[src/rtl/lane_health_pkg.sv]
// constants for the lane 6/7 link health status bank
// Notes on behaviour
// RL1 - lane 6 bit 7 high when disparity error count at or above limit
// RL2 - lane 6 bit 6 high when invalid code count at or above limit
// RL3 - lane 6 bit 5 high when stray control count at or above limit
// RL4 - lane 6 bit 4 shows interlane deskew achieved
// RL5 - lane 6 bit 3 shows initial lane alignment achieved
// RL6 - lane 6 bit 2 shows computed checksum correct
// RL7 - lane 6 bit 1 shows frame synchronisation achieved
// RL8 - lane 6 bit 0 shows code group synchronisation achieved
// RL9 - lane 7 register at 0x4B7, bit 7 disparity count at or above limit
// RL10 - lane 7 bit 6 high when invalid code count at or above limit
// RL11 - lane 7 bit 5 high when stray control count at or above limit
// RL12 - lane 7 bit 4 shows interlane deskew achieved
// RL13 - fields show the page-selected link, read only, reset to zero
// RL14 - error bits compare running count to 8-bit limit; reads change nothing
package lane_health_pkg;
   // ----------------------------------------------------------------
   // register map (byte addresses, index times four)
   // ----------------------------------------------------------------
   localparam int          ADDR_W        = 12;
   localparam logic [11:0] LANE6_IDX     = 12'h04b6;
   localparam logic [11:0] LANE7_IDX     = 12'h04b7;
   localparam logic [11:0] LINK_PAGE_IDX = 12'h0300;
   localparam logic [11:0] ERR_LIMIT_IDX = 12'h0301;
   localparam logic [11:0] IRQ_STAT_IDX  = 12'h0302;
   localparam logic [11:0] IRQ_MASK_IDX  = 12'h0303;
   localparam logic [13:0] LANE6_ADDR     = {LANE6_IDX, 2'b00};
   localparam logic [13:0] LANE7_ADDR     = {LANE7_IDX, 2'b00};
   localparam logic [13:0] LINK_PAGE_ADDR = {LINK_PAGE_IDX, 2'b00};
   localparam logic [13:0] ERR_LIMIT_ADDR = {ERR_LIMIT_IDX, 2'b00};
   localparam logic [13:0] IRQ_STAT_ADDR  = {IRQ_STAT_IDX, 2'b00};
   localparam logic [13:0] IRQ_MASK_ADDR  = {IRQ_MASK_IDX, 2'b00};
   // ----------------------------------------------------------------
   // field positions of a lane health byte
   // ----------------------------------------------------------------
   localparam int DISP_BIT   = 7;
   localparam int INVAL_BIT  = 6;
   localparam int STRAY_BIT  = 5;
   localparam int DESKEW_BIT = 4;
   localparam int ALIGN_BIT  = 3;
   localparam int CKSUM_BIT  = 2;
   localparam int FRAME_BIT  = 1;
   localparam int CGS_BIT    = 0;
   // ----------------------------------------------------------------
   // widths and reset values
   // ----------------------------------------------------------------
   localparam int         NUM_LINKS   = 2;
   localparam int         CNT_W       = 8;
   localparam logic [7:0] STATUS_RST  = 8'h00;
   localparam logic [7:0] LIMIT_RST   = 8'hff;
   localparam logic [7:0] CNT_MAX     = 8'hff;
   localparam logic [7:0] MASK_RST    = 8'h00;
endpackage : lane_health_pkg

[src/rtl/lane_err_counter.sv]
// saturating per-lane error counter with threshold compare
`timescale 1ns/100ps
module lane_err_counter (
   input  wire logic       mclk,
   input  wire logic       rstn,
   input  wire logic       err_hit,
   input  wire logic       clear,
   input  wire logic [7:0] limit,
   output logic            at_limit
);
   logic [7:0] count;

   // count errors, hold at full scale, clear on request
   always_ff @(posedge mclk or negedge rstn) begin
      if (!rstn) begin
         count <= 8'h00;
      end else if (clear) begin
         count <= 8'h00;
      end else if (err_hit && count != lane_health_pkg::CNT_MAX) begin
         count <= count + 8'h01;
      end
   end

   // registered compare against the limit
   always_ff @(posedge mclk or negedge rstn) begin
      if (!rstn) begin
         at_limit <= 1'b0;
      end else begin
         at_limit <= (count >= limit);   // see RL14
      end
   end
endmodule : lane_err_counter

[src/rtl/lane_health_regs.sv]
// lane 6/7 link health status bank with classic wishbone slave
//
// The implementer's own choice: the Wishbone interface to the registers.
`timescale 1ns/100ps
module lane_health_regs (
   input  wire logic        mclk,
   input  wire logic        rstn,
   // wishbone slave
   input  wire logic        wb_cyc_i,
   input  wire logic        wb_stb_i,
   input  wire logic        wb_we_i,
   input  wire logic [15:0] wb_adr_i,
   input  wire logic [3:0]  wb_sel_i,
   input  wire logic [31:0] wb_dat_i,
   output logic [31:0]      wb_dat_o,
   output logic             wb_ack_o,
   output logic             wb_err_o,
   // per-link error events, [link][lane 6 / lane 7]
   input  wire logic [1:0]  disp_err_l6,
   input  wire logic [1:0]  inval_err_l6,
   input  wire logic [1:0]  stray_err_l6,
   input  wire logic [1:0]  disp_err_l7,
   input  wire logic [1:0]  inval_err_l7,
   input  wire logic [1:0]  stray_err_l7,
   input  wire logic [1:0]  count_clear,
   // per-link synchronisation levels
   input  wire logic [1:0]  deskew_l6,
   input  wire logic [1:0]  align_l6,
   input  wire logic [1:0]  cksum_l6,
   input  wire logic [1:0]  frame_l6,
   input  wire logic [1:0]  cgs_l6,
   input  wire logic [1:0]  deskew_l7,
   // interrupt
   output logic             irq
);
   // ----------------------------------------------------------------
   // local field positions and fixed fill values
   // ----------------------------------------------------------------
   localparam int          ERR_HI    = lane_health_pkg::DISP_BIT;
   localparam int          ERR_LO    = lane_health_pkg::STRAY_BIT;
   localparam int          L7_TOP    = lane_health_pkg::ALIGN_BIT;
   localparam int          ADR_LO    = $bits(lane_health_pkg::LANE6_ADDR);
   localparam int          ADR_HI    = ADR_LO + 1;
   localparam logic [1:0]  HIGH_NONE = 2'b00;  // upper address bits unused
   localparam logic [3:0]  L7_FILL   = 4'h0;   // lane 7 low bits read zero
   localparam logic [6:0]  PAGE_PAD  = 7'h00;  // page register spare bits
   localparam logic [23:0] DAT_PAD   = 24'h00_0000;

   // ----------------------------------------------------------------
   // software registers
   // ----------------------------------------------------------------
   logic       link_page;
   logic [7:0] error_limit;
   logic [7:0] irq_status;
   logic [7:0] irq_mask;
   // threshold flags of every counter, indexed by link
   logic [1:0] disp6_hit, inval6_hit, stray6_hit;
   logic [1:0] disp7_hit, inval7_hit, stray7_hit;
   logic [7:0] lane6_link_health;
   logic [7:0] lane7_link_health;
   logic [7:0] lane6_prev;
   logic [7:0] lane7_prev;

   // ----------------------------------------------------------------
   // error counters, one set per link
   // ----------------------------------------------------------------
   genvar g;
   generate
      for (g = 0; g < lane_health_pkg::NUM_LINKS; g++) begin : g_link
         // six counters per link, all compared against one limit
         // lane 6 bad disparity count
         lane_err_counter u_disp6 (
            .mclk    (mclk),
            .rstn    (rstn),
            .err_hit (disp_err_l6[g]),
            .clear   (count_clear[g]),
            .limit   (error_limit),
            .at_limit(disp6_hit[g])
         );
         // lane 6 invalid code count
         lane_err_counter u_inval6 (
            .mclk    (mclk),
            .rstn    (rstn),
            .err_hit (inval_err_l6[g]),
            .clear   (count_clear[g]),
            .limit   (error_limit),
            .at_limit(inval6_hit[g])
         );
         // lane 6 stray control count
         lane_err_counter u_stray6 (
            .mclk    (mclk),
            .rstn    (rstn),
            .err_hit (stray_err_l6[g]),
            .clear   (count_clear[g]),
            .limit   (error_limit),
            .at_limit(stray6_hit[g])
         );
         // lane 7 bad disparity count
         lane_err_counter u_disp7 (
            .mclk    (mclk),
            .rstn    (rstn),
            .err_hit (disp_err_l7[g]),
            .clear   (count_clear[g]),
            .limit   (error_limit),
            .at_limit(disp7_hit[g])
         );
         // lane 7 invalid code count
         lane_err_counter u_inval7 (
            .mclk    (mclk),
            .rstn    (rstn),
            .err_hit (inval_err_l7[g]),
            .clear   (count_clear[g]),
            .limit   (error_limit),
            .at_limit(inval7_hit[g])
         );
         // lane 7 stray control count
         lane_err_counter u_stray7 (
            .mclk    (mclk),
            .rstn    (rstn),
            .err_hit (stray_err_l7[g]),
            .clear   (count_clear[g]),
            .limit   (error_limit),
            .at_limit(stray7_hit[g])
         );
      end
   endgenerate

   // ----------------------------------------------------------------
   // bus decode
   // ----------------------------------------------------------------
   logic        req;
   logic        wr_ok;
   logic        hit_page, hit_limit, hit_stat, hit_mask, hit_l6, hit_l7;
   logic        mapped;
   logic [13:0] byte_adr;

   // low address bits select the register
   assign byte_adr  = wb_adr_i[ADR_LO-1:0];
   // taken once, while no answer is out
   assign req       = wb_cyc_i && wb_stb_i && !wb_ack_o && !wb_err_o;
   // one decode per register
   assign hit_page  = byte_adr == lane_health_pkg::LINK_PAGE_ADDR;
   assign hit_limit = byte_adr == lane_health_pkg::ERR_LIMIT_ADDR;
   assign hit_stat  = byte_adr == lane_health_pkg::IRQ_STAT_ADDR;
   assign hit_mask  = byte_adr == lane_health_pkg::IRQ_MASK_ADDR;
   assign hit_l6    = byte_adr == lane_health_pkg::LANE6_ADDR;
   assign hit_l7    = byte_adr == lane_health_pkg::LANE7_ADDR;
   // only the low quarter of the map answers
   assign mapped    = (wb_adr_i[ADR_HI:ADR_LO] == HIGH_NONE)
                      && (hit_page || hit_limit || hit_stat || hit_mask
                      || hit_l6 || hit_l7);
   // writes need byte lane 0
   assign wr_ok     = req && wb_we_i && mapped && wb_sel_i[0];

   // ----------------------------------------------------------------
   // paged status bytes
   // ----------------------------------------------------------------
   // status bytes of the selected link, registered
   always_ff @(posedge mclk or negedge rstn) begin
      if (!rstn) begin
         lane6_link_health <= lane_health_pkg::STATUS_RST;  // see RL13
         lane7_link_health <= lane_health_pkg::STATUS_RST;
      end else begin
         // lane 6: three error flags, then five sync levels
         lane6_link_health[lane_health_pkg::DISP_BIT]
            <= disp6_hit[link_page];                      // see RL1
         lane6_link_health[lane_health_pkg::INVAL_BIT]
            <= inval6_hit[link_page];                     // see RL2
         lane6_link_health[lane_health_pkg::STRAY_BIT]
            <= stray6_hit[link_page];                     // see RL3
         lane6_link_health[lane_health_pkg::DESKEW_BIT]
            <= deskew_l6[link_page];                      // see RL4
         lane6_link_health[lane_health_pkg::ALIGN_BIT]
            <= align_l6[link_page];                       // see RL5
         lane6_link_health[lane_health_pkg::CKSUM_BIT]
            <= cksum_l6[link_page];                       // see RL6
         lane6_link_health[lane_health_pkg::FRAME_BIT]
            <= frame_l6[link_page];                       // see RL7
         lane6_link_health[lane_health_pkg::CGS_BIT]
            <= cgs_l6[link_page];                         // see RL8
         // lane 7: three error flags and deskew
         lane7_link_health[lane_health_pkg::DISP_BIT]
            <= disp7_hit[link_page];                      // see RL9
         lane7_link_health[lane_health_pkg::INVAL_BIT]
            <= inval7_hit[link_page];                     // see RL10
         lane7_link_health[lane_health_pkg::STRAY_BIT]
            <= stray7_hit[link_page];                     // see RL11
         lane7_link_health[lane_health_pkg::DESKEW_BIT]
            <= deskew_l7[link_page];                      // see RL12
         lane7_link_health[L7_TOP:0] <= L7_FILL;  // low bits not in bank
      end
   end

   // previous bytes, for rising edge events on error bits
   always_ff @(posedge mclk or negedge rstn) begin
      if (!rstn) begin
         lane6_prev <= lane_health_pkg::STATUS_RST;
         lane7_prev <= lane_health_pkg::STATUS_RST;
      end else begin
         lane6_prev <= lane6_link_health;
         lane7_prev <= lane7_link_health;
      end
   end

   // ----------------------------------------------------------------
   // control registers
   // ----------------------------------------------------------------
   // page select, limit and mask writes
   always_ff @(posedge mclk or negedge rstn) begin
      if (!rstn) begin
         link_page   <= 1'b0;
         error_limit <= lane_health_pkg::LIMIT_RST;
         irq_mask    <= lane_health_pkg::MASK_RST;
      end else if (wr_ok) begin
         // writes to the status bytes fall through untouched
         if (hit_page) begin
            link_page <= wb_dat_i[0];                     // see RL13
         end
         if (hit_limit) begin
            error_limit <= wb_dat_i[7:0];                 // see RL14
         end
         if (hit_mask) begin
            irq_mask <= wb_dat_i[7:0];
         end
      end
   end

   // ----------------------------------------------------------------
   // interrupt status: bits 7..5 lane 6 errors, 4..2 lane 7 errors,
   // bit 1 lane 6 code group sync lost, bit 0 lane 6 frame sync lost
   // ----------------------------------------------------------------
   logic [7:0] irq_event;
   logic       stat_rd;

   // rising error bits and falling lane 6 code group and frame sync bits of the paged bytes
   assign irq_event = {
      lane6_link_health[ERR_HI:ERR_LO] & ~lane6_prev[ERR_HI:ERR_LO],
      lane7_link_health[ERR_HI:ERR_LO] & ~lane7_prev[ERR_HI:ERR_LO],
      ~lane6_link_health[lane_health_pkg::CGS_BIT]
         & lane6_prev[lane_health_pkg::CGS_BIT],
      ~lane6_link_health[lane_health_pkg::FRAME_BIT]
         & lane6_prev[lane_health_pkg::FRAME_BIT]};
   // a status read clears at the edge that takes it
   assign stat_rd = req && !wb_we_i && hit_stat
                    && (wb_adr_i[ADR_HI:ADR_LO] == HIGH_NONE);

   // sticky bits, read clears, a new event wins over the clear
   always_ff @(posedge mclk or negedge rstn) begin
      if (!rstn) begin
         irq_status <= 8'h00;
      end else if (stat_rd) begin
         irq_status <= irq_event;
      end else begin
         irq_status <= irq_status | irq_event;
      end
   end

   // interrupt line from flop
   always_ff @(posedge mclk or negedge rstn) begin
      if (!rstn) begin
         irq <= 1'b0;
      end else begin
         irq <= |(irq_status & irq_mask);
      end
   end

   // ----------------------------------------------------------------
   // bus answer: one-cycle ack, err on unmapped address
   // ----------------------------------------------------------------
   logic [7:0] rd_byte;

   // read mux, status reads leave counts untouched
   always_comb begin
      // unmapped addresses read zero and get err
      rd_byte = 8'h00;
      if (hit_l6) begin
         rd_byte = lane6_link_health;                     // see RL14
      end else if (hit_l7) begin
         rd_byte = lane7_link_health;
      end else if (hit_page) begin
         rd_byte = {PAGE_PAD, link_page};
      end else if (hit_limit) begin
         rd_byte = error_limit;
      end else if (hit_stat) begin
         rd_byte = irq_status;
      end else if (hit_mask) begin
         rd_byte = irq_mask;
      end
   end

   // ack, err and read data registers
   always_ff @(posedge mclk or negedge rstn) begin
      if (!rstn) begin
         wb_ack_o <= 1'b0;
         wb_err_o <= 1'b0;
         wb_dat_o <= 32'h0000_0000;
      end else begin
         wb_ack_o <= req && mapped;
         wb_err_o <= req && !mapped;
         // read data stands with ack only, zero otherwise
         if (req && mapped && !wb_we_i) begin
            wb_dat_o <= {DAT_PAD, rd_byte};
         end else begin
            wb_dat_o <= 32'h0000_0000;
         end
      end
   end
endmodule : lane_health_regs

[config.mk]
export PLATFORM = sky130hd
export DESIGN_NAME = lane_health_regs
export DESIGN_NICKNAME = d
export VERILOG_FILES = /design/src/rtl/lane_health_pkg.sv /design/src/rtl/lane_err_counter.sv /design/src/rtl/lane_health_regs.sv
export SDC_FILE = /design/constraint.sdc
export NUM_CORES = 1
export LEC_CHECK = 0
export ABC_AREA = 1
export BUFFER_PORTS_ARGS = -buffer_cell sky130_fd_sc_hd__buf_4
export CORE_MARGIN = 1.5
export CORE_UTILIZATION = 55
export CTS_CLUSTER_SIZE = 12
export DETAILED_ROUTE_END_ITERATION = 8
export PLACE_DENSITY_LB_ADDON = 0.12
export SETUP_SLACK_MARGIN = 0.05
export SLEW_MARGIN = 10
export SYNTH_ARGS = -nofsm -noshare
export SYNTH_HDL_FRONTEND = slang
export SYNTH_HIERARCHICAL = 1
export SYNTH_SLANG_ARGS = --single-unit
[constraint.sdc]
create_clock -name mclk -period 1.7 [get_ports mclk]
set_input_delay 0.34 -clock mclk [delete_from_list [all_inputs] [get_ports mclk]]
set_output_delay 0.34 -clock mclk [all_outputs]
set_load 0.01 [all_outputs]
==> run summary, run 1 <==
I/O pin cnt -> 118
CP startpoint -> error_limit[5]
Final setup vio count -> 0
Slew @ Worst Pin -> 0.734 ns
Fin util -> 67.3%
Nets -> 1905
Mapped cell area -> 11500 um2
Reg2reg end -> g_link[1].u_inval7/at_limit
Minimum clock period -> 1.69 ns
Clk buf depth -> 2
GR Util All Layers -> 26.3%
WL per Instance -> 13.9 um
Worst VDD drop -> 617 uV
Share of cells above drive strength 1 -> 17.5%
Total CTS buffers -> 17
Die width -> 148 um
Fin crit share -> 99.7%
RSZ-0062 raised after global routing -> yes
Final Power -> 8950 uW
Total gr overflow -> 0
Leakage -> 0.00788 uW
Clock tree from TritonCTS -> done
Post-synth EDFFs -> 0
Clock power frac -> 44.4%
Worst path cell trace -> buf_4 -> inv_1 -> ha_1 -> a21oi_1 -> nor2_1 -> nor3_1 -> nand3_1
DRT Pass-1 Iters -> 5
IO buf count -> 66
Simple-gate portion of the synthesized area -> 29.5%
Die area -> 21800 um2
Maximum fanout along the worst path -> 3
Ys flop type -> dfrtp_1
Status -> complete, no violations
Crit path kind -> flip-flop to flip-flop
P&R area growth vs syn -> 19.0%
Clock Skew -> 0.0172 ns
Seq/Total Area, Yosys -> 35.7%
Net Switching -> 2490 uW
Initial Utilization -> 56.6%
Setup crit end kind -> flip-flop
Synth Area per Inst -> 7.30 um2
Yosys top cell area share -> 33.9%
Slew HR -> 51.1%
Synth Area in XOR/XNOR -> 0.836%
Sequential power share -> 46.3%
Hold crit path type -> primary input to flip-flop
# H-tree levels -> 4
Peak per-stage delay on the critical path -> 0.62 ns
Pwr per Cell Area -> 653 nW/um2
R2r setup slk -> 0.005 ns
Mapped Cells -> 1579
Core ar. -> 20400 um2
Num rows -> 52
Required @ worst endpoint -> 2.01 ns
Synth warn -> 6
Drt via density -> 5.15
Gate power share -> 9.3%
Clock latency on the worst-skew pair -> 0.43 ns
CTS root buffer -> clkbuf_16
Residual DRC -> 0
CP Launch Type -> flip-flop
FMAX -> 0.590 GHz
Post-DP HPWL -> 20100 um
Sw Share -> 27.8%
Initial antenna violation count -> 0
Biggest area consumer among synthesized cells -> dfrtp_1
Reg2Reg Depth -> 7
Vias after detailed routing -> 10300
Synth unique cells -> 38
Clock Pin Slew Worst Setup and Hold Paths -> 0.08 ns
N_diodes -> 0
Post-synth ARST share -> 100%
Final Max Tran Viols -> 0
Slowest CP cell -> dfstp_2
Post-DRT Antenna Nets -> 0
Max capacitance violation total -> 0
Multiplexer share of the synthesized area -> 1.17%
Largest net degree at the start of global routing -> 49
Final Hold Viols -> 0
Compound-gate portion of the synthesized area -> 9.54%
Overall routed net length -> 27700 um
DRT iter0 DRCs -> 482
Largest cells by area after synthesis -> dfrtp_1 34%, nand2_1 13%, ha_1 12%
#FFs+latches synth -> 164
Vias in the first global route -> 9815
CP endpoint -> g_link[1].u_inval7/at_limit
Arr. time, crit path -> 2.00 ns
Fraction of the mapped netlist area in adder cells -> 11.7%
Internal power -> 6460 uW
Reg-to-Reg Start -> error_limit[5]
Clock sinks -> 164
First-pass GRT wire length -> 46300 um
Largest family of logic cells by synthesized area -> simple AND/OR/NAND/NOR gates
DIE HEIGHT -> 148 um
GP Congestion -> 0.903
## how the worst min path moves through the flow
stage                                        to        start  slack (ns)  cells past startpoint
finish                           error_limit[5]  wb_dat_i[5]        0.13                      3
global route                     error_limit[5]  wb_dat_i[5]        0.12                      3
CTS                              error_limit[5]  wb_dat_i[5]        0.11                      3
detailed placement  g_link[1].u_inval7/count[4]         rstn        0.25                      1
global placement    g_link[1].u_inval7/count[0]         rstn        0.25                      1
floorplan            g_link[0].u_disp6/at_limit         rstn        0.04                      0
## state kept, by name, indices dropped and copies added, names as in the netlist, 3 cells and up
| name | cells |
|---|---|
| g_link.u_stray7/count | 16 |
| wb_dat_o | 8 |
| lane6_link_health | 8 |
| irq_status | 8 |
| g_link.u_disp6/count | 16 |
| lane7_link_health | 4 |
| error_limit | 8 |
| lane7_prev | 3 |
| g_link.u_inval6/count | 16 |
| irq_mask | 8 |
| lane6_prev | 5 |
| g_link.u_stray6/count | 16 |
| g_link.u_disp7/count | 16 |
| g_link.u_inval7/count | 16 |
## metrics by stage
step | setup TNS, ns | hold WS, ns | cells | cell area [um2] | setup WS [ns]
finish | 0 | 0.133 | 1997 | 13700 | 0.00515
global route | -0.452 | 0.121 | 1997 | 13700 | -0.0747
CTS | 0 | 0.114 | 1995 | 13400 | 0.00175
detailed placement | -1.78 | 0.251 | 1961 | 12800 | -0.104
global placement | -0.627 | 0.246 | 1961 | 12800 | -0.0592
floorplan | 0 | 0.0444 | 1602 | 11600 | 0.160
## layer usage
layer,up-vias,global-route usage (%),share of wire (%)
met3,39,3.73,4.2
met4,0,8.85,2.3
met5,-,0,0
met2,215,44.8,47
li1,5255,-,-
met1,4777,34.5,46
## synth_stat cells (22+ instances only)
cell type	count
nand2_1	404
inv_1	279
dfrtp_1	156
nand3_1	121
nor2_1	113
ha_1	108
a21oi_1	99
nor3_1	37
o21ai_0	31
nand2_2	26
nor2_2	26
buf_4	25
o21bai_1	23
o21ai_1	22
## area by class of cell
type | instances | area [um2]
Clock buffer | 17 | 425
Clock inverter | 15 | 181
Fill cell | 1713 | 6650
Inverter | 295 | 1130
Multi-Input combinational cell | 1116 | 6410
Sequential cell | 164 | 4110
Tap cell | 270 | 338
Timing Repair Buffer | 120 | 1120
## logic make-up (layout without fill, tap and decap cells)
family	count (synthesis)	in the layout
and+or+nand+nor	763	763
buffers and inverters	322	447
AOI/OAI and AO/OA	198	198
DFF	164	164
adders and majority gates	108	108
muxes	12	12
xor gates and xnor gates	11	11
other	1	24
## what timing repair did
action                     CTS  global route
cloned                       0             1
hold buffers                 1             0
hold endpoints to repair    23             0
pin swaps                    1            25
resized for setup            0            46
setup endpoints to repair    5            32
setup buffers                1             1
## worst max-delay path: cells and delay by family, from the launching register on
kind                       cells  cell delay [ns]
and+or+nand+nor                3             0.31
adders and majority gates      1             0.30
DFF                            1             0.62
buffers and inverters          2             0.21
AOI/OAI and AO/OA              1             0.13
## power groups by stage
stage	Clock, uW	Sequential [uW]	Combinational [uW]
4_1_cts	4060	4130	815
3_3_place_gp	0	4200	782
2_1_floorplan	0	4170	473
3_5_place_dp	0	4210	808
5_1_grt	4200	4160	955
6_report	3970	4140	835
## cell usage in the layout, fill, tap and decap left out, types with 8 or more instances in the layout
cell type | Yosys | final
buf_12 | 0 | 15
clkinv_2 | 11 | 11
ha_1 | 108 | 98
nor2_2 | 26 | 28
clkbuf_16 | 0 | 18
nand3_1 | 121 | 121
nand4_1 | 14 | 14
ha_4 | 0 | 10
nand2_2 | 26 | 26
inv_1 | 279 | 274
xor2_1 | 11 | 11
o21bai_1 | 23 | 23
nor2_1 | 113 | 111
dfrtp_1 | 156 | 156
mux2_2 | 12 | 12
dfstp_2 | 8 | 8
o211ai_1 | 10 | 10
o21ai_1 | 22 | 22
buf_4 | 25 | 101
a21oi_1 | 99 | 81
a21oi_2 | 2 | 20
nand2_4 | 12 | 12
o21ai_0 | 31 | 31
conb_1 | 1 | 24
nor3_1 | 37 | 30
o22ai_1 | 9 | 9
nand2_1 | 404 | 404
Power figures use the tool's default switching activity.
==> run 2, diff against run 1 <==
ABC_AREA = default   (was 1)
==> run summary, run 2 <==
I/O pin cnt -> 118 (unchanged)
Share of cells above drive strength 1 -> 31.5% (+14 points)
RSZ-0062 raised after global routing -> yes
Mapped cell area -> 10800 um2 (-6.0%)
Required @ worst endpoint -> 2.01 ns (about the same)
Status -> finished with violations
Most frequent cells after synthesis -> 156 x dfrtp_1, 117 x inv_1, 108 x ha_1
Most frequent cells in the layout -> 156 x dfrtp_1, 127 x buf_4, 97 x inv_1
Count leader, synth -> dfrtp_1
N_diodes -> 0 (unchanged)
Clock tree from TritonCTS -> done
Vias after detailed routing -> 8665 (-16%)
Seq/Total Area, Yosys -> 38.0% (+2.3 points)
Fillers -> 1437 (-16%)
CTS root buffer -> clkbuf_16
Arr. time, crit path -> 2.05 ns (+0.05 ns)
Clk buf depth -> 2 (unchanged)
First-pass GRT wire length -> 41900 um (-9.4%)
GP Congestion -> 0.860 (-4.8%)
Synth unique cells -> 54 (+42%)
Overall routed net length -> 26200 um (-5.3%)
Multi-input logic area -> 6700 um2 (+4.5%)
Final setup vio count -> 10 (+10)
Clock latency on the worst-skew pair -> 0.43 ns (about the same)
Worst VDD drop -> 613 uV (-0.59%)
#FFs+latches synth -> 164 (unchanged)
Num rows -> 51 (-1.9%)
Vias in the first global route -> 8282 (-16%)
GR Util All Layers -> 26.0% (-0.33 points)
Final Hold Viols -> 0 (unchanged)
DRT Pass-1 Iters -> 5 (unchanged)
Fin util -> 70.3% (+3.0 points)
Fin crit share -> 103% (+3.1 points)
Pwr per Cell Area -> 681 nW/um2 (+4.3%)
Hold path endpoint -> lane6_link_health[1]
Reg2Reg Depth -> 6 (-1)
Leakage -> 0.00586 uW (-26%)
Slew @ Worst Pin -> 0.559 ns (-0.175 ns)
Total gr overflow -> 0 (unchanged)
Biggest area consumer among synthesized cells -> dfrtp_1
Clock Pin Slew Worst Setup and Hold Paths -> 0.07 ns (about the same)
Post-DRT Antenna Nets -> 0 (unchanged)
DIE HEIGHT -> 143 um (-3.0%)
Hold crit path type -> primary input to flip-flop
R2r setup slk -> -0.05 ns (-0.05 ns)
Setup ws final -> -0.0478 ns (-0.0529 ns)
Failing checks -> negative setup slack
Nets -> 1399 (-27%)
Worst hold slack -> 0.148 ns (+0.0145 ns)
WL per Instance -> 17.7 um (+27%)
FMAX -> 0.572 GHz (-3.0%)
Die width -> 143 um (-3.0%)
Slew HR -> 62.7% (+12 points)
Post-DP HPWL -> 17300 um (-14%)
Total CTS buffers -> 17 (unchanged)
Commonest non-fill, non-tap cell in the layout -> dfrtp_1
Post-synth ARST share -> 100% (unchanged)
Max capacitance violation total -> 0 (unchanged)
Dpl ws -> -0.381 ns (-0.278 ns)
Core ar. -> 19400 um2 (-4.7%)
# H-tree levels -> 4 (unchanged)
Initial antenna violation count -> 0 (unchanged)
Mapped Cells -> 1068 (-32%)
Final Max Tran Viols -> 0 (unchanged)
Post-synth EDFFs -> 0 (unchanged)
Clock sinks -> 164 (unchanged)
Ys flop type -> dfrtp_1
P&R area growth vs syn -> 25.9%
Reg2reg end -> g_link[0].u_inval7/at_limit
Initial Utilization -> 55.8% (-0.76 points)
Minimum clock period -> 1.75 ns (+0.0529 ns)
Min-Delay Startpoint -> frame_l6[0]
CP Launch Type -> flip-flop
Yosys top cell area share -> 36.0% (+2.2 points)
Reg-to-Reg Start -> error_limit[5]
Largest cells by area after synthesis -> dfrtp_1 36%, ha_1 12%, mux2_4 4.4%
IO buf count -> 66 (unchanged)
Crit path kind -> flip-flop to flip-flop
Drt via density -> 5.84 (+13%)
Clock Skew -> 0.0103 ns (-0.00690 ns)
Maximum fanout along the worst path -> 3 (unchanged)
Largest net degree at the start of global routing -> 58 (+18%)
DRT iter0 DRCs -> 521 (+8.1%)
Reg area -> 4120 um2 (about the same)
Setup crit end kind -> flip-flop
Min-Delay Path Depth -> 2 (-1)
Die area -> 20500 um2 (-5.9%)
Synth warn -> 6 (unchanged)
Synth Area per Inst -> 10.1 um2 (+39%)
Residual DRC -> 0 (unchanged)
[run 2: worst max path at each step]
stage / startpoint / slack (ns) / end / cells after the start
2_1_floorplan: wb_adr_i[13] / -0.24 / error_limit[0] / 7
4_1_cts: error_limit[6] / -0.04 / g_link[0].u_inval6/at_limit / 7
6_report: error_limit[5] / -0.05 / g_link[0].u_inval7/at_limit / 6
5_1_grt: error_limit[7] / -0.14 / g_link[0].u_stray6/at_limit / 7
3_3_place_gp: wb_adr_i[7] / -0.38 / error_limit[2] / 6
3_5_place_dp: wb_adr_i[7] / -0.38 / error_limit[5] / 6
[run 2: cell type report]
type,instances,area share (%)
Clock buffer,21,3.30
Tap cell,265,2.43
Sequential cell,164,30.2
Timing Repair Buffer,155,10.2
Inverter,117,3.33
Clock inverter,10,1.50
Multi-Input combinational cell,753,49.1
[run 2: through the flow]
stage	TNS, ns	std cells	power (uW)	cell area [um2]
5_1_grt	-1.11	1485	9660	13600
6_report	-0.345	1485	9290	13600
2_1_floorplan	-3.36	1091	4640	11000
4_1_cts	-0.316	1476	9370	13200
3_5_place_dp	-11.62	1441	4980	12100
3_3_place_gp	-11.26	1441	4960	12100
[run 2: what timing repair did]
item | 4_1_cts | 5_1_grt
hold buffers | 1 | 0
setup buffers | 3 | 8
pin swaps | 23 | 53
setup endpoints to repair | 15 | 33
hold endpoints to repair | 156 | 0
resized for setup | 55 | 70
cloned | 0 | 1
[run 2: critical path, cell delays in order (launching register included)]
cell and delay (ns):
dfstp_2 0.57, buf_6 0.12, inv_1 0.06, ha_1 0.30, and3_4 0.21, a221oi_4 0.27, o21ai_1 0.11
[run 2: logic make-up after synthesis]
group	count (synthesis)	share of synthesized area, %
AOI/OAI and AO/OA	211	14.6
adders and majority gates	108	12.5
buffers and inverters	174	7.57
DFF	164	38.0
muxes	73	8.66
other	1	0.0346
and+or+nand+nor	337	18.7
[run 2: power by group]
part / switching, uW / leakage, uW / internal, uW / total (uW)
combinational: 392 / 0.00346 / 363 / 755
sequential: 132 / 0.00208 / 4040 / 4170
clock: 1580 / 0.000321 / 2780 / 4360
[run 2: metal layers]
| layer | track usage (%) | up-vias | share of wire (%) |
|---|---|---|---|
| li1 | - | 4213 | - |
| met1 | 34.3 | 4224 | 45 |
| met2 | 44.1 | 192 | 49 |
| met3 | 4.50 | 36 | 4.2 |
| met4 | 7.41 | 0 | 1.8 |
| met5 | 0 | - | 0 |
==> run 3, diff against run 2 <==
CORE_ASPECT_RATIO = 0.75   (was default)
RECOVER_POWER = 25   (was default)
==> run summary, run 3 (synthesis results as in run 2) <==
Status -> finished with violations
Failing checks -> negative setup slack
Initial antenna violation count -> 0 (unchanged)
Vias in the first global route -> 8646 (+4.4%)
Maximum fanout along the worst path -> 5 (+2)
First-pass GRT wire length -> 43800 um (+4.5%)
Max capacitance violation total -> 0 (unchanged)
IO buf count -> 66 (unchanged)
Commonest non-fill, non-tap cell in the layout -> dfrtp_1
Crit path kind -> flip-flop to flip-flop
Clock Pin Slew Worst Setup and Hold Paths -> 0.07 ns (about the same)
Net Switching -> 2300 uW (+9.6%)
Required @ worst endpoint -> 1.99 ns (-0.02 ns)
Dpl ws -> -0.439 ns (-0.0572 ns)
CP Launch Type -> flip-flop
Sequential power share -> 45.8% (+0.9 points)
Drt via density -> 5.98 (+2.4%)
Setup crit end kind -> flip-flop
Die width -> 165 um (+15%)
DRT Pass-1 Iters -> 5 (unchanged)
Residual DRC -> 0 (unchanged)
Most frequent cells in the layout -> 156 x dfrtp_1, 136 x buf_4, 98 x inv_1
GR Util All Layers -> 26.9% (+0.90 points)
Total CTS buffers -> 17 (unchanged)
P&R area growth vs syn -> 27.9%
Min-Delay Startpoint -> align_l6[0]
Post-DP HPWL -> 18500 um (+7.1%)
Sw Share -> 25.3% (+2.7 points)
CTS root buffer -> clkbuf_16
# H-tree levels -> 4 (unchanged)
N_diodes -> 0 (unchanged)
Post-route cell area -> 13800 um2 (+1.5%)
Gate power share -> 9.1% (+1.0 points)
Final Hold Viols -> 0 (unchanged)
Largest net degree at the start of global routing -> 52 (-10%)
Overall routed net length -> 27700 um (+5.5%)
Clock power frac -> 45.1% (-1.8 points)
Fin util -> 71.7% (+1.4 points)
Clock sinks -> 164 (unchanged)
RSZ-0062 raised after global routing -> yes
Pwr per Cell Area -> 656 nW/um2 (-3.6%)
Clock tree from TritonCTS -> done
DRT iter0 DRCs -> 599 (+15%)
Clock latency on the worst-skew pair -> 0.43 ns (about the same)
Fin crit share -> 102% (-0.86 points)
Setup ws final -> -0.0331 ns (+0.0147 ns)
Nets -> 1414 (+1.1%)
Reg-to-Reg Start -> error_limit[7]
Core ar. -> 19300 um2 (-0.39%)
Initial Utilization -> 56.1% (+0.22 points)
I/O pin cnt -> 118 (unchanged)
Hold crit path type -> primary input to flip-flop
DP Area -> 12200 um2 (+0.85%)
Clock Skew -> 0.0112 ns (+0.000907 ns)
Vias after detailed routing -> 8898 (+2.7%)
Final setup vio count -> 3 (-7)
Slew HR -> 51.0% (-12 points)
Worst hold slack -> 0.148 ns (+0.0000570 ns)
Arr. time, crit path -> 2.02 ns (-0.03 ns)
Leakage -> 0.00595 uW (+1.5%)
WL per Instance -> 18.6 um (+5.2%)
Worst VDD drop -> 612 uV (-0.20%)
Internal power -> 6780 uW (-5.6%)
Final Max Tran Viols -> 0 (unchanged)
Minimum clock period -> 1.73 ns (-0.0147 ns)
GP Congestion -> 0.874 (+1.6%)
Total gr overflow -> 0 (unchanged)
Die area -> 20600 um2 (about the same)
DIE HEIGHT -> 125 um (-13%)
FMAX -> 0.577 GHz (+0.85%)
Clk buf depth -> 2 (unchanged)
Slew @ Worst Pin -> 0.734 ns (+0.175 ns)
Num rows -> 44 (-14%)
Post-DRT Antenna Nets -> 0 (unchanged)
Final TNS setup -> -0.0436 ns (+0.301 ns)
Share of cells above drive strength 1 -> 33.8% (+2.3 points)
CP startpoint -> error_limit[7]
## run 3: stage by stage
stage,cells,power (uW)
3_5_place_dp,1438,5030
4_1_cts,1478,9130
5_1_grt,1489,9460
3_3_place_gp,1438,5000
2_1_floorplan,1091,4640
6_report,1489,9090
## run 3: final cells by class
type / count / area, um2
Sequential cell: 164 / 4110
Tap cell: 253 / 317
Clock buffer: 17 / 425
Fill cell: 1413 / 5470
Inverter: 117 / 459
Timing Repair Buffer: 170 / 1500
Multi-Input combinational cell: 753 / 6840
Clock inverter: 15 / 191
## run 3: final timing paths
path / slack [ns] / cells past startpoint / to
min in group asynchronous: 0.53 / 2 / wb_dat_o[3]
hold reg to reg: 0.42 / 0 / lane6_prev[1]
setup reg to reg: -0.03 / 6 / g_link[0].u_inval7/at_limit
hold / removal: 0.15 / 2 / lane6_link_health[3]
max in group asynchronous: 0.20 / 3 / error_limit[3]
setup / recovery: -0.03 / 6 / g_link[0].u_inval7/at_limit
## run 3: worst max-delay path, cell delays in order, from the launching register on
cell and delay, ns:
dfstp_2 0.61, buf_8 0.17, inv_4 0.04, ha_4 0.23, and3_4 0.15, a221oi_2 0.26, o21ai_1 0.13
## run 3: power groups by stage
| stage | Sequential, uW | Combinational [uW] | Clock, uW |
|---|---|---|---|
| 2_1_floorplan | 4190 | 446 | 0 |
| 3_3_place_gp | 4230 | 768 | 0 |
| 6_report | 4160 | 826 | 4100 |
| 5_1_grt | 4180 | 921 | 4360 |
| 3_5_place_dp | 4240 | 791 | 0 |
| 4_1_cts | 4160 | 812 | 4150 |
## run 3: per-layer routing
metal  GRT usage (%)  vias up  part of all wire (%)
met4            6.68        0                   1.4
met1            38.9     4402                    47
met5               0        -                     0
met2            41.8      218                    47
li1                -     4246                     -
met3            4.53       32                   4.2
## run 3: repair_timing
action | 4_1_cts | 5_1_grt
endpoints found under the hold margin | 38 | 0
endpoints found under the setup margin | 29 | 24
hold buffers | 1 | 0
cloned | 0 | 0
pin swaps | 56 | 55
buffers inserted | 7 | 12
gates resized for setup | 89 | 62
